`config.mk`:
```
export PLATFORM = sky130hd
export DESIGN_NAME = power_reduction_mode_control
export DESIGN_NICKNAME = d
export VERILOG_FILES = /design/src/hdl/pwr_mode_pkg.sv /design/src/hdl/power_reduction_mode_control.sv /design/src/hdl/pin_sync3.sv /design/src/hdl/warm_timer.sv
export VERILOG_INCLUDE_DIRS = /design/src /design/src/hdl
export SDC_FILE = /design/constraint.sdc
export NUM_CORES = 1
export LEC_CHECK = 0
export BUFFER_PORTS_ARGS = -buffer_cell sky130_fd_sc_hd__buf_2
export CAP_MARGIN = 20
export CORE_ASPECT_RATIO = 0.75
export CORE_MARGIN = 2
export CORE_UTILIZATION = 35
export DETAILED_ROUTE_END_ITERATION = 10
export PLACE_DENSITY = 0.61
export SLEW_MARGIN = 10
export SYNTH_ARGS = -nofsm -noshare
export SYNTH_HDL_FRONTEND = slang
export SYNTH_HIERARCHICAL = 1
export SYNTH_SLANG_ARGS = --single-unit
```
`constraint.sdc`:
```
create_clock -name clock -period 3 [get_ports clock]
set_input_delay 0.45 -clock clock [delete_from_list [all_inputs] [get_ports clock]]
set_output_delay 0.45 -clock clock [all_outputs]
set_load 0.05 [all_outputs]
```
`src/hdl/pwr_mode_map.svh`:
```
// register offsets, field positions, reset values and timing counts of the power mode controller
`ifndef PWR_MODE_MAP_SVH
`define PWR_MODE_MAP_SVH
`define PCTRL_ADDR 8'h87
`define PCTRL2_ADDR 8'hB5
`define IRQ_EN_ADDR 8'hA8
`define WAKE_CFG_ADDR 8'hC0
`define PSTAT_ADDR 8'hC1
`define PCTRL_RESET 8'h00
`define PCTRL2_RESET 8'h00
`define IRQ_EN_RESET 8'h00
`define WAKE_CFG_RESET 8'h00
`define MODE_LSB 0
`define MODE_MSB 1
`define GF0_BIT 2
`define GF1_BIT 3
`define BOI_BIT 4
`define VCPD_BIT 5
`define RTC_POWER_DOWN_BIT 7
`define GIE_BIT 7
`define CLKSEL_LSB 0
`define CLKSEL_MSB 1
`define WATCHDOG_CLOCK_SELECT_BIT 2
`define RTC_ON_BIT 3
`define CMP_ON_BIT 4
`define RSTEN_LSB 5
`define RSTEN_MSB 7
`define MODE_NORMAL 2'h0
`define MODE_IDLE 2'h1
`define MODE_PD 2'h2
`define MODE_TPD 2'h3
`define CLK_XTAL 2'h0
`define CLK_RC 2'h1
`define CLK_EXT 2'h2
`define TPD_WAKE_MASK 7'h1F
`define XTAL_WARM_CYCLES 1024
`define EXT_WARM_CYCLES 32
`define RC_WARM_MS 200
`define CLOCK_HZ 10000000
`define RC_WARM_CYCLES (`RC_WARM_MS * (`CLOCK_HZ / 1000))
`endif

```
`src/hdl/pwr_mode_pkg.sv`:
```
// types shared by the power mode controller files
package pwr_mode_pkg;
	typedef enum logic [1:0] {ST_RUN, ST_IDLE, ST_PD, ST_WARM} pm_state_t;
	typedef struct packed {
		logic [7:0] addr;
		logic [7:0] wdata;
		logic wr;
		logic rd;
	} bus_req_t;
	typedef struct packed {
		logic cmp;
		logic bod;
		logic wdt;
		logic rtc;
		logic kbd;
	} int_src_t;
	typedef struct packed {
		logic bod;
		logic wdt;
		logic pin;
	} rst_src_t;
endpackage

```
`src/hdl/power_reduction_mode_control.sv`:
```
// power reduction mode controller: mode register, wake qualification, oscillator warm-up
`include "pwr_mode_map.svh"
`timescale 1ns/10ps
`default_nettype none
module power_reduction_mode_control
	import pwr_mode_pkg::*;
#(
	parameter int WARM_WIDTH = 22,
	parameter int RC_WARM = `RC_WARM_CYCLES,
	parameter int XTAL_WARM = `XTAL_WARM_CYCLES,
	parameter int EXT_WARM = `EXT_WARM_CYCLES
) (
	input wire logic clock,
	input wire logic rst,
	input wire bus_req_t bus,
	output logic [7:0] rdata,
	input wire logic ext_interrupt_pin_a_n,
	input wire logic ext_interrupt_pin_b_n,
	input wire int_src_t int_src,
	input wire rst_src_t rst_src,
	output logic cpu_halt,
	output logic osc_run,
	output logic rc_osc_en,
	output logic bod_en,
	output logic cmp_en,
	output logic wdt_run,
	output logic rtc_run,
	output logic wake_reset
);

////////////////////////////////////////////////////////////////////////////////
	pm_state_t state;
	logic [1:0] mode;
	logic [7:0] power_control_reg;
	logic [7:0] secondary_power_control_reg;
	logic [7:0] interrupt_enable_reg0;
	logic [7:0] wake_cfg;
	logic pin_a_level, pin_b_level;
	logic [6:0] req_vec, allow_mask;
	logic [1:0] clk_sel;
	logic watchdog_clock_select, rtc_enable, cmp_on, rtc_power_down, cmp_power_down;
	logic global_interrupt_enable;
	logic low_power, deep, total_pd, keep_xtal;
	logic next_bod_en, next_cmp_en, next_wdt_run, next_rtc_run;
	logic int_hit, reset_hit, wake_any;
	logic pctrl_wr, warm_start, warm_done;
	logic [WARM_WIDTH-1:0] warm_len;

////////////////////////////////////////////////////////////////////////////////
	// pins come from outside the clock domain; active low, level sensed
	// the agreement flop costs a clock: a falling pin is seen four edges later
	pin_sync3 #(.RESET_VAL(1'b1)) sync_a (
		.clock(clock),
		.rst(rst),
		.pin(ext_interrupt_pin_a_n),
		.level(pin_a_level)
	);
	pin_sync3 #(.RESET_VAL(1'b1)) sync_b (
		.clock(clock),
		.rst(rst),
		.pin(ext_interrupt_pin_b_n),
		.level(pin_b_level)
	);

	// field views of the configuration registers
	assign clk_sel = wake_cfg[`CLKSEL_MSB:`CLKSEL_LSB];
	assign watchdog_clock_select = wake_cfg[`WATCHDOG_CLOCK_SELECT_BIT];
	assign rtc_enable = wake_cfg[`RTC_ON_BIT];
	assign cmp_on = wake_cfg[`CMP_ON_BIT];
	assign rtc_power_down = secondary_power_control_reg[`RTC_POWER_DOWN_BIT];
	assign cmp_power_down = secondary_power_control_reg[`VCPD_BIT];
	assign global_interrupt_enable = interrupt_enable_reg0[`GIE_BIT];

	// mode in force; deep covers both power-down modes
	assign low_power = (state != ST_RUN);
	assign deep = (state == ST_PD);
	assign total_pd = deep && (mode == `MODE_TPD);

////////////////////////////////////////////////////////////////////////////////
	// peripheral keep-alive decisions
	assign next_bod_en = !total_pd;
	assign next_cmp_en = !total_pd && !(cmp_power_down && !cmp_on);
	assign next_wdt_run = !deep || watchdog_clock_select;
	assign next_rtc_run = rtc_enable && !(deep && rtc_power_down);
	// crystal kept alive only for an RTC that uses it
	assign keep_xtal = next_rtc_run && (clk_sel == `CLK_XTAL);

////////////////////////////////////////////////////////////////////////////////
	// wake request vector, bit order matches the interrupt enable register
	// comparator, brownout and watchdog requests are masked by their keep-alive so those stopped blocks cannot raise a stale request; the RTC request is not
	assign req_vec = {int_src.cmp && next_cmp_en, int_src.bod && next_bod_en, int_src.wdt && next_wdt_run,
		int_src.rtc, !pin_b_level, int_src.kbd, !pin_a_level};

	// total power-down narrows the accepted sources
	assign allow_mask = total_pd ? `TPD_WAKE_MASK : 7'h7F;

	// interrupts need their own enable and the global enable
	assign int_hit = global_interrupt_enable && |(req_vec & interrupt_enable_reg0[6:0] & allow_mask);

	// resets need their enable; brownout reset absent in total power-down
	// a watchdog reset counts only while the watchdog itself is kept running
	assign reset_hit = |({rst_src.bod && next_bod_en, rst_src.wdt && next_wdt_run, rst_src.pin}
		& wake_cfg[`RSTEN_MSB:`RSTEN_LSB]);

	assign wake_any = int_hit || reset_hit;

	assign pctrl_wr = bus.wr && (bus.addr == `PCTRL_ADDR);

////////////////////////////////////////////////////////////////////////////////
	// requests in warm-up are dropped: the timer is loaded and a restart would stretch the wait
	// mode sequencer
	always_ff @(posedge clock) begin
		if (rst) begin
			state <= ST_RUN;
		end else begin
			case (state)
				ST_RUN: begin
					if (pctrl_wr) begin
						case (bus.wdata[`MODE_MSB:`MODE_LSB])
							`MODE_IDLE: state <= ST_IDLE;
							`MODE_PD: state <= ST_PD;
							`MODE_TPD: state <= ST_PD;
							default: state <= ST_RUN;
						endcase
					end
				end
				ST_IDLE: begin
					if (wake_any) begin
						state <= ST_RUN;
					end
				end
				ST_PD: begin
					if (wake_any) begin
						state <= ST_WARM;
					end
				end
				ST_WARM: begin
					if (warm_done) begin
						state <= ST_RUN;
					end
				end
				default: state <= ST_RUN;
			endcase
		end
	end

////////////////////////////////////////////////////////////////////////////////
	// warm-up length follows the selected clock source
	// a source change during warm-up would alter warm_len, not the loaded count; the core is halted, so none comes
	assign warm_start = deep && wake_any;
	always_comb begin
		case (clk_sel)
			`CLK_RC: warm_len = WARM_WIDTH'(RC_WARM);
			`CLK_EXT: warm_len = WARM_WIDTH'(EXT_WARM);
			default: warm_len = WARM_WIDTH'(XTAL_WARM);
		endcase
	end

	warm_timer #(.WIDTH(WARM_WIDTH)) warm (
		.clock(clock),
		.rst(rst),
		.start(warm_start),
		.length(warm_len),
		.done(warm_done)
	);

////////////////////////////////////////////////////////////////////////////////
	// mode field: taken on write, cleared when the core is running again
	always_ff @(posedge clock) begin
		if (rst) begin
			mode <= `MODE_NORMAL;
		end else if (state == ST_RUN && pctrl_wr) begin
			mode <= bus.wdata[`MODE_MSB:`MODE_LSB];
		end else if ((state == ST_IDLE && wake_any) || (state == ST_WARM && warm_done)) begin
			mode <= `MODE_NORMAL;
		end
	end

	// remaining control registers; the core is halted outside run so writes land only there
	always_ff @(posedge clock) begin
		if (rst) begin
			power_control_reg <= `PCTRL_RESET;
			secondary_power_control_reg <= `PCTRL2_RESET;
			interrupt_enable_reg0 <= `IRQ_EN_RESET;
			wake_cfg <= `WAKE_CFG_RESET;
		end else if (bus.wr) begin
			case (bus.addr)
				`PCTRL_ADDR: power_control_reg <= {bus.wdata[7:6], 1'b0, bus.wdata[4:2], 2'h0};
				`PCTRL2_ADDR: secondary_power_control_reg <= {bus.wdata[7], 1'b0, bus.wdata[5:1], 1'b0};
				`IRQ_EN_ADDR: interrupt_enable_reg0 <= bus.wdata;
				`WAKE_CFG_ADDR: wake_cfg <= bus.wdata;
				default: ;
			endcase
		end
	end

	// read data one cycle after the strobe, zero for unmapped offsets
	always_ff @(posedge clock) begin
		if (rst) begin
			rdata <= 8'h00;
		end else if (bus.rd) begin
			case (bus.addr)
				`PCTRL_ADDR: rdata <= {power_control_reg[7:2], mode};
				`PCTRL2_ADDR: rdata <= secondary_power_control_reg;
				`IRQ_EN_ADDR: rdata <= interrupt_enable_reg0;
				`WAKE_CFG_ADDR: rdata <= wake_cfg;
				`PSTAT_ADDR: rdata <= {1'b0, osc_run, rc_osc_en, bod_en, cmp_en, wdt_run, state};
				default: rdata <= 8'h00;
			endcase
		end else begin
			rdata <= 8'h00;
		end
	end

////////////////////////////////////////////////////////////////////////////////
	// registered outputs; they trail the state by one clock
	// the oscillator therefore restarts one clock after the wake edge, inside the warm-up
	always_ff @(posedge clock) begin
		if (rst) begin
			cpu_halt <= 1'b0;
			osc_run <= 1'b1;
			rc_osc_en <= 1'b0;
			bod_en <= 1'b1;
			cmp_en <= 1'b1;
			wdt_run <= 1'b1;
			rtc_run <= 1'b0;
		end else begin
			cpu_halt <= low_power;
			osc_run <= !deep || keep_xtal;
			rc_osc_en <= (clk_sel == `CLK_RC) && (!deep || rtc_enable);
			bod_en <= next_bod_en;
			cmp_en <= next_cmp_en;
			wdt_run <= next_wdt_run;
			rtc_run <= next_rtc_run;
		end
	end

	// one-cycle pulse when a reset source ends a low-power mode
	always_ff @(posedge clock) begin
		if (rst) begin
			wake_reset <= 1'b0;
		end else begin
			wake_reset <= low_power && state != ST_WARM && reset_hit;
		end
	end

	// cycles spent warming, so the exit can be held against the programmed length
	logic [WARM_WIDTH-1:0] warm_cycles;
	always_ff @(posedge clock) begin
		if (rst || state != ST_WARM) begin
			warm_cycles <= '0;
		end else begin
			warm_cycles <= warm_cycles + 1'b1;
		end
	end
endmodule
`default_nettype wire

```
`src/hdl/pin_sync3.sv`:
```
// three-stage synchroniser for an asynchronous pin with agreement filter
`timescale 1ns/10ps
`default_nettype none
module pin_sync3 #(
	parameter logic RESET_VAL = 1'b1
) (
	input wire logic clock,
	input wire logic rst,
	input wire logic pin,
	output logic level
);
	logic s1, s2, s3;
	// first stage feeds only the second
	always_ff @(posedge clock) begin
		if (rst) begin
			s1 <= RESET_VAL;
			s2 <= RESET_VAL;
			s3 <= RESET_VAL;
		end else begin
			s1 <= pin;
			s2 <= s1;
			s3 <= s2;
		end
	end
	// a change counts once stages two and three agree
	always_ff @(posedge clock) begin
		if (rst) begin
			level <= RESET_VAL;
		end else if (s2 == s3) begin
			level <= s3;
		end
	end
endmodule
`default_nettype wire

```
`src/hdl/warm_timer.sv`:
```
// oscillator warm-up down counter
`timescale 1ns/10ps
`default_nettype none
module warm_timer #(
	parameter int WIDTH = 22
) (
	input wire logic clock,
	input wire logic rst,
	input wire logic start,
	input wire logic [WIDTH-1:0] length,
	output logic done
);
	logic [WIDTH-1:0] count;
	// load on start, then count down to zero
	always_ff @(posedge clock) begin
		if (rst) begin
			count <= '0;
		end else if (start) begin
			count <= length;
		end else if (count != '0) begin
			count <= count - 1'b1;
		end
	end
	// one-cycle pulse as the last cycle of the wait ends
	always_ff @(posedge clock) begin
		if (rst) begin
			done <= 1'b0;
		end else begin
			done <= !start && (count == {{(WIDTH-1){1'b0}}, 1'b1});
		end
	end
endmodule
`default_nettype wire

```
Word-level counts from Yosys, hierarchy flattened --
Index checks and enable logic that the tools add are counted.
Cells by class: add/sub/neg operators 1, equal/unequal tests 22, mux-type cells 13, bitwise operators 4, reductions and logical operators 49
Operators with widths (count):
- $mux 22 | 2
- $pmux 21 s2 | 1
- $eq 8x8->1 const B | 5
- $pmux 8 s5 | 1
- $eq 22x1->1 const B | 1
- $reduce_bool 22->1 | 1
- $sub 22x1->22 const B | 1
- $logic_and 1x1->1 | 21
- $and 7x7->7 | 2
- $eq 2x2->1 const B | 6
- $mux 2 | 6
- $logic_not 1->1 | 8
- $pmux 2 s4 | 1
- $reduce_and 2->1 | 4
- $mux 7 | 1
- $reduce_or 7->1 | 1
- $eq 2x1->1 const B | 3
- $ne 2x2->1 const B | 3
- $reduce_bool 2->1 | 3
- $logic_or 1x1->1 | 5
- $logic_not 2->1 | 2
- $ne 2x1->1 const B | 2
- $pmux 2 s2 | 1
- $reduce_and 4->1 | 1
- 5 further kinds | 7
Word-level totals: flip-flop bits (word level) 78, bits of input ports 30, output and inout port bits 16, logic and storage cells 114

Logic depth before layout (Yosys ltp) --
Gate-level depths: netlist (run 1).
word-level depth 14, mapped depth 12

By module --
Netlist (run 1), hierarchy kept.
By module, submodules not included:
- power_reduction_mode_control | times used 1, cells each 253, area an instance 2217.1 sq um, sequential area each 940.9 sq um
- warm_timer | times used 1, cells each 167, area an instance 1358.8 sq um, sequential area each 460.4 sq um
- pin_sync3 | times used 2, cells each 10, area an instance 115.1 sq um, sequential area each 80.1 sq um

Worst setup path before layout (run 1) --
Ideal clock, no wire load.
kind register to register, from reg state[0], to reg warm.count[10], data arrival time 2444 ps, required time 2860 ps, setup slack 416 ps, stages on the path, launching flop included 12, buffers on the path 1, cell sequence dfxtp_1 -> inv_1 -> ha_1 -> nand3_1 -> a222oi_1 -> o21ai_0 -> and2_1 -> nand2b_1 -> nor4_2 -> or2_2 -> buf_4 -> a211oi_1
Between the ends: word-level cells in the longest chain between the ends 12
Ends and longest elaborated chain:
- start, declared | line power_reduction_mode_control.sv:32 | pm_state_t state;
- start signal, assigned | line power_reduction_mode_control.sv:114 | state <= ST_RUN;
- start signal, assigned | line power_reduction_mode_control.sv:120 | `MODE_IDLE: state <= ST_IDLE;
- start signal, assigned | line power_reduction_mode_control.sv:121 | `MODE_PD: state <= ST_PD;
- $eq 2x2->1 (*) | line power_reduction_mode_control.sv:76 | assign deep = (state == ST_PD);
- $logic_and 1x1->1 | line power_reduction_mode_control.sv:77 | assign total_pd = deep && (mode == `MODE_TPD);
- $logic_not 1->1 | line power_reduction_mode_control.sv:81, power_reduction_mode_control.sv:82
- $logic_and 1x1->1 | line power_reduction_mode_control.sv:82 | assign next_cmp_en = !total_pd && !(cmp_power_down && !cmp_on);
- $logic_and 1x1->1 | line power_reduction_mode_control.sv:91 | assign req_vec = {int_src.cmp && next_cmp_en, int_src.bod && next_bod_en, int_src.wdt && next_wdt_run,
- $and 7x7->7 (2 in a row) | line power_reduction_mode_control.sv:98 | assign int_hit = global_interrupt_enable && |(req_vec & interrupt_enable_reg0[6:0] & allow_mask);
- $reduce_or 7->1 | line power_reduction_mode_control.sv:98
- $logic_and 1x1->1 | line power_reduction_mode_control.sv:98
- $logic_or 1x1->1 | line power_reduction_mode_control.sv:105 | assign wake_any = int_hit || reset_hit;
- $logic_and 1x1->1 (*) | line power_reduction_mode_control.sv:150 | assign warm_start = deep && wake_any;
- net warm_start | line power_reduction_mode_control.sv:46 | logic pctrl_wr, warm_start, warm_done;
- $mux 22 / $reduce_bool 2->1 (equally long branches)
- end signal, assigned | line warm_timer.sv:19 | count <= length;
- end signal, assigned | line warm_timer.sv:21 | count <= count - 1'b1;
- end, declared | line warm_timer.sv:13 | logic [WIDTH-1:0] count;
The timed path passes the listed nets; every way through them passes the cells marked *. A chain may end at the register's enable or synchronous reset.

Worst setup path in the final report (run 1) --
from reg state[0], to reg warm.count[9]
Same word-level chain as after synthesis.

==> flow_metrics.py, run 1 <==
metrics = {
    "synth": {
        "ys_types": 70,
        "synth_area_um2": 3806,
        "synth-seq-area-share_pct": 41.03,
        "muxShareOfSynthArea_pct": 4.602,
        "ys_top_cells_by_count": "dfxtp_1 (78), nand2_1 (49), nor2_1 (44)",
        "ys_seq_elements": 78,
        "synth_top_flop_cell": "dfxtp_1",
        "synthXorXnorAreaFrac_pct": 2.531,
        "yosys_warnings": 6,
        "netlist.top_cell.by_area": "dfxtp_1",
        "synth.area.top_cells": "dfxtp_1 (41%), a21oi_1 (5.3%), nand2_1 (4.8%), nor2_1 (4.3%), nand3_1 (3.8%)",
        "yosysTopAreaCellShare_pct": 41.03,
        "yosysMostFrequentCell": "dfxtp_1",
        "synthAdderAreaFrac_pct": 1.972,
        "synth_top_family_by_area": "simple AND/OR/NAND/NOR gates",
        "synth_compound_area_share_pct": 16.83,
        "synth_edf_count": 0,
        "synthCells": 440,
        "yosys.area_share.simple_pct": 28.70,
        "synth_async_sr_flop_share_pct": 0,
        "avgSynthCellArea_um2": 8.650,
    },
    "cells_and_area": {
        "drive_gt1_share_pct": 17.93,
        "synthToLayoutAreaGrowth_pct": 18.47,
        "largest_register_ffs": 22,
        "n_antenna_cell": 0,
        "nets": 534,
        "top_register": "warm/count",
    },
    "timing": {
        "tns_ns": 0,
        "finalCriticalPeriod_ns": 2.737,
        "finalCritPeriodShare_pct": 91.23,
        "setup_viol": 0,
        "relSlewSlack_pct": 48.31,
        "slew_violations": 0,
        "finClkSkew_ns": 0.007778,
        "rsz0062_at_grt": "false",
        "timing.fmax_mhz": 365.4,
        "worst_slew_pin_slew_ns": 0.7741,
        "finalHoldViolations": 0,
    },
    "routing": {
        "first_pass_iters": 5,
        "drt-initial-drc-count": 318,
        "vias_per_cell": 5.312,
        "ant_nets": 0,
        "vias": 3389,
        "wl_per_cell_um": 15.53,
        "drt-total-wl_um": 9906,
        "drc_errors": 0,
    },
    "clock_network": {
        "clk_latency_ns": 0.33,
        "cts_setup_buffers": 0,
        "numCtsBuffers": 9,
        "cts_tree": "done",
        "clock_sinks": 78,
        "clkTransAtPathRegs_ns": 0.06,
        "root_buffer": "clkbuf_16",
        "htreeDepth": 3,
        "postCtsHoldBufs": 0,
        "cts_buffer_depth": 2,
    },
    "place": {
        "gp_congestion": 0.8403,
        "io_buffers": 45,
        "dp_hpwl_um": 7048,
    },
    "floorplan": {
        "std_cell_rows": 32,
        "die_height_um": 94.31,
        "coreArea_um2": 10450,
        "io-pin-count": 46,
        "initial_core_util_pct": 36.42,
        "dieArea_um2": 11730,
        "die_w_um": 124.4,
    },
    "grt": {
        "grt_antenna_before_repair": 0,
        "grt_pass1_vias": 3152,
        "grt_overflow": 0,
        "track_usage_pct": 17.67,
        "grt_pass1_wl_um": 16370,
        "grt_max_degree": 39,
    },
    "run_status": {
        "status": "completed",
    },
    "worst_setup_path": {
        "start_kind": "register",
        "crit_arrival_ns": 2.96,
        "crit_slowest_cell": "dfxtp_1",
        "path_max_fanout": 22,
        "path_common_cell": "o21ai_0",
        "end_kind": "register",
        "required_ns": 3.22,
        "critPathKind": "register to register",
        "max_stage_delay_ns": 0.39,
        "worstPathCellList": "inv_1, ha_1, nand2b_1, and3_1, a2111oi_2, o21ai_0, and2_1, buf_4, clkinv_1, o21ai_0, a21oi_1, a2111oi_1",
    },
    "pwr": {
        "p_total_mw": 3.052,
        "peakVddDrop_mv": 0.2631,
        "p_leak_nw": 1.735,
        "pwr_density_cell_nw_per_um2": 676.9,
    },
    "min_path": {
        "holdCritPathClass": "input pin to register",
    },
    "flow_run": {
        "maxCapViolCount": 0,
    },
}
[cell families after synthesis]
kind of cell	after synthesis
buffers and inverters	38
AOI/OAI and AO/OA	95
and+or+nand+nor	194
xor gates and xnor gates	11
DFF	78
other	1
muxes	17
adders and majority gates	6
[through the flow]
step                setup WS, ns  hold slack, ns  instances  instance area, um2  utilization (%)
finish                    0.2631          0.2958        638                4509            43.15
global route            0.003594          0.2930        638                4509            43.15
CTS                       0.2627          0.2843        638                4504            43.10
detailed placement        0.2780          0.4028        623                4237            40.54
global placement          0.3705          0.3993        623                4237            40.54
floorplan                 0.4161          0.3854        453                3855                -
[worst paths after layout]
| kind | startpoint | endpoint | cells past startpoint | slack, ns |
|---|---|---|---|---|
| max reg2reg | state[0] | warm/count[9] | 12 | 0.26 |
| max | state[0] | warm/count[9] | 12 | 0.26 |
| min | ext_interrupt_pin_a_n | sync_a/s1 | 2 | 0.30 |
| min reg2reg | sync_b/s1 | sync_b/s2 | 1 | 0.42 |
[layout by cell type (no fill, tap or decap), types with 4 or more instances in the layout]
master and n:
clkbuf_16 9, xnor2_1 7, mux2i_1 13, conb_1 14
nand2b_1 7, xor2_1 4, a21oi_1 40, nor4_1 5
nor2_1 44, o21ai_0 12, inv_1 17, a211oi_1 7
nand3_1 28, nand2_1 49, nor3_1 9, buf_2 45
a221oi_1 6, and2_1 5, or2_1 6, a222oi_1 5
dfxtp_1 78, ha_1 6, nand4b_1 4, buf_4 8
[cell type report]
type	count	area, um2
timing repair buffer	54	305.3
sequential	78	1562
clock inverter	3	21.27
inverter	18	67.56
fill	1007	5941
multi-input combinational	337	2137
clock buffer	12	246.5
tap	136	170.2
[layer usage]
layer  up-vias  share of wire (%)  routed length, um  track usage [%]
met5         -                  0                  0                0
met4         0                1.5                144            6.929
met3         9                6.0                598            4.157
met2       108                 42               4157            24.59
met1      1589                 51               5007            26.10
li1       1683                  -                  -                -
[critical path, delay by kind of cell, from the launching register on]
family	cells	cell delay (ns)
compound gates	5	0.85
fa+ha+maj	1	0.24
buf+inv	3	0.63
flops	1	0.39
simple gates	3	0.51
[power breakdown]
part | leakage (nW) | total [mW] | internal, mW | switching (mW)
Clock | 0.129 | 0.993 | 0.579 | 0.414
Sequential | 0.633 | 1.23 | 1.12 | 0.114
Combinational | 0.973 | 0.825 | 0.354 | 0.471
Total | 1.73 | 3.05 | 2.05 | 1.00
[timing repair]
item,CTS,global route
gates resized for setup,0,1
hold endpoints to repair,0,0
endpoints found under the setup margin,0,3
(Power assumes the default switching activity.)
==> inputs of run 2 (changes only) <==
--- a/config.mk
+++ b/config.mk
@@ -11,8 +11,10 @@
 export CORE_ASPECT_RATIO = 0.75
 export CORE_MARGIN = 2
 export CORE_UTILIZATION = 35
+export CTS_CLUSTER_DIAMETER = 200
 export DETAILED_ROUTE_END_ITERATION = 10
 export PLACE_DENSITY = 0.61
+export RECOVER_POWER = 25
 export SLEW_MARGIN = 10
 export SYNTH_ARGS = -nofsm -noshare
 export SYNTH_HDL_FRONTEND = slang
==> run 2 against run 1 <==
  * The flow now finishes with violations (capacitance limit, slew limit)
  * Critical path type unchanged
  * First-iteration DRC count increased by 3.5%
  * Flip-flop and latch count unchanged
  * Cell count did not move
  * Setup slack got worse by 0.035 ns
  * Fmax fell by 1.3%
  * Global-route usage unchanged
  * Non-clock buffer count is the same
  * Largest power group unchanged
  * Count of clock-buffer cells in the layout unchanged
  * Power hardly changed
==> flow_metrics.py, run 2 (synthesized netlist as in run 1, its figures left out) <==
metrics = {
    "run_status": {
        "status": "finished, violations left",
        "violations": "capacitance limit, slew limit",
    },
    "cells_and_area": {
        "fillers": 1011,
        "multi_input_area_um2": 2137,
        "n_antenna_cell": 0,
        "layout_common_cells": "dfxtp_1 (78), nand2_1 (49), nor2_1 (44)",
        "nets": 534,
        "top_register": "warm/count",
        "finalNonFillerCells": 638,
        "final_common_cell": "dfxtp_1",
        "ff_latch_area_um2": 1562,
        "drive_gt1_share_pct": 15.54,
        "synthToLayoutAreaGrowth_pct": 17.95,
        "largest_register_ffs": 22,
        "final_util_pct": 42.96,
    },
    "routing": {
        "drc_errors": 0,
        "vias_per_cell": 5.328,
        "drt-initial-drc-count": 329,
        "wl_per_cell_um": 15.64,
        "vias": 3399,
        "ant_nets": 0,
        "drt-total-wl_um": 9981,
        "first_pass_iters": 6,
    },
    "grt": {
        "grt_overflow": 0,
        "track_usage_pct": 17.67,
        "grt_pass1_vias": 3152,
        "grt_antenna_before_repair": 0,
        "grt_pass1_wl_um": 16370,
        "grt_max_degree": 39,
    },
    "pwr": {
        "pwr_density_cell_nw_per_um2": 680.1,
        "p_leak_nw": 1.683,
        "peakVddDrop_mv": 0.2646,
    },
    "worst_setup_path": {
        "path_common_cell": "o21ai_0",
        "max_stage_delay_ns": 0.39,
        "crit_family": "buffers and inverters",
        "path_buf_inv": 4,
        "required_ns": 3.15,
        "crit_arrival_ns": 2.92,
        "crit_slowest_cell": "dfxtp_1",
        "path_max_fanout": 22,
        "end_kind": "register",
        "critPathKind": "register to register",
        "worstPathCellList": "inv_1, ha_1, nand2b_1, and3_1, a2111oi_2, o21ai_0, and2_1, buf_4, clkinv_1, buf_12, o21ai_0, nor3_1",
        "start_kind": "register",
    },
    "clock_network": {
        "root_buffer": "clkbuf_16",
        "numCtsBuffers": 9,
        "cts_setup_buffers": 0,
        "clk_latency_ns": 0.33,
        "htreeDepth": 3,
        "clkTransAtPathRegs_ns": 0.06,
        "clock_sinks": 78,
        "cts_buffer_depth": 2,
        "cts_tree": "done",
    },
    "floorplan": {
        "dieArea_um2": 11730,
        "die_w_um": 124.4,
        "io-pin-count": 46,
        "initial_core_util_pct": 36.42,
        "die_height_um": 94.31,
        "std_cell_rows": 32,
        "coreArea_um2": 10450,
    },
    "timing": {
        "finalHoldViolations": 0,
        "worst_slew_pin_slew_ns": 1.741,
        "finClkSkew_ns": 0.007869,
        "timing.fmax_mhz": 360.7,
        "relSlewSlack_pct": -16.10,
        "setup_viol": 0,
        "finalCritPeriodShare_pct": 92.41,
        "rsz0062_at_grt": "false",
        "holdWs_ns": 0.2944,
        "finalCriticalPeriod_ns": 2.772,
        "slew_violations": 39,
        "tns_ns": 0,
    },
    "flow_run": {
        "maxCapViolCount": 1,
    },
    "place": {
        "io_buffers": 45,
        "dp_cells": 623,
        "dp_hpwl_um": 7048,
        "gp_congestion": 0.8403,
    },
    "min_path": {
        "holdCritPathClass": "input pin to register",
    },
}
## run 2: layer usage
| metal | vias to the layer above | wire [um] | global-route usage [%] |
|---|---|---|---|
| met4 | 0 | 142 | 6.929 |
| met2 | 115 | 4157 | 24.59 |
| met3 | 9 | 660 | 4.157 |
| li1 | 1680 | - | - |
| met1 | 1595 | 5021 | 26.10 |
| met5 | - | 0 | 0 |
## run 2: power breakdown
group / switching [mW] / total, mW / internal, mW
sequential: 0.115 / 1.23 / 1.12
clock: 0.416 / 0.995 / 0.579
combinational: 0.471 / 0.824 / 0.353
total: 1.00 / 3.05 / 2.05
## run 2: final timing paths
kind,start,end,slack [ns],cells after the start
max,state[0],warm/count[3],0.23,12
min,ext_interrupt_pin_a_n,sync_a/s1,0.29,2
max reg2reg,state[0],warm/count[3],0.23,12
min reg2reg,sync_b/s1,sync_b/s2,0.42,1
## run 2: timing repair
| item | 4_1_cts | 5_1_grt |
|---|---|---|
| hold buffers | 0 | 0 |
| resized for setup | 0 | 1 |
| setup endpoints to repair | 0 | 3 |
## run 2: metrics by stage
stage	power (mW)	cell area (um2)	setup slack [ns]
floorplan	1.886	3855	0.4161
global placement	2.051	4237	0.3705
detailed placement	2.061	4237	0.2780
CTS	3.065	4504	0.2627
global route	3.260	4489	0.005127
finish	3.053	4489	0.2277
## run 2: final cells by class
cell class              instances  area share (%)
multi-input cells             337           47.60
flip-flops and latches         78           34.78
repair buffers                 54           6.355
clock buffers                  12           5.491
well taps                     136           3.790
inverters                      18           1.505
clock inverters                 3          0.4738
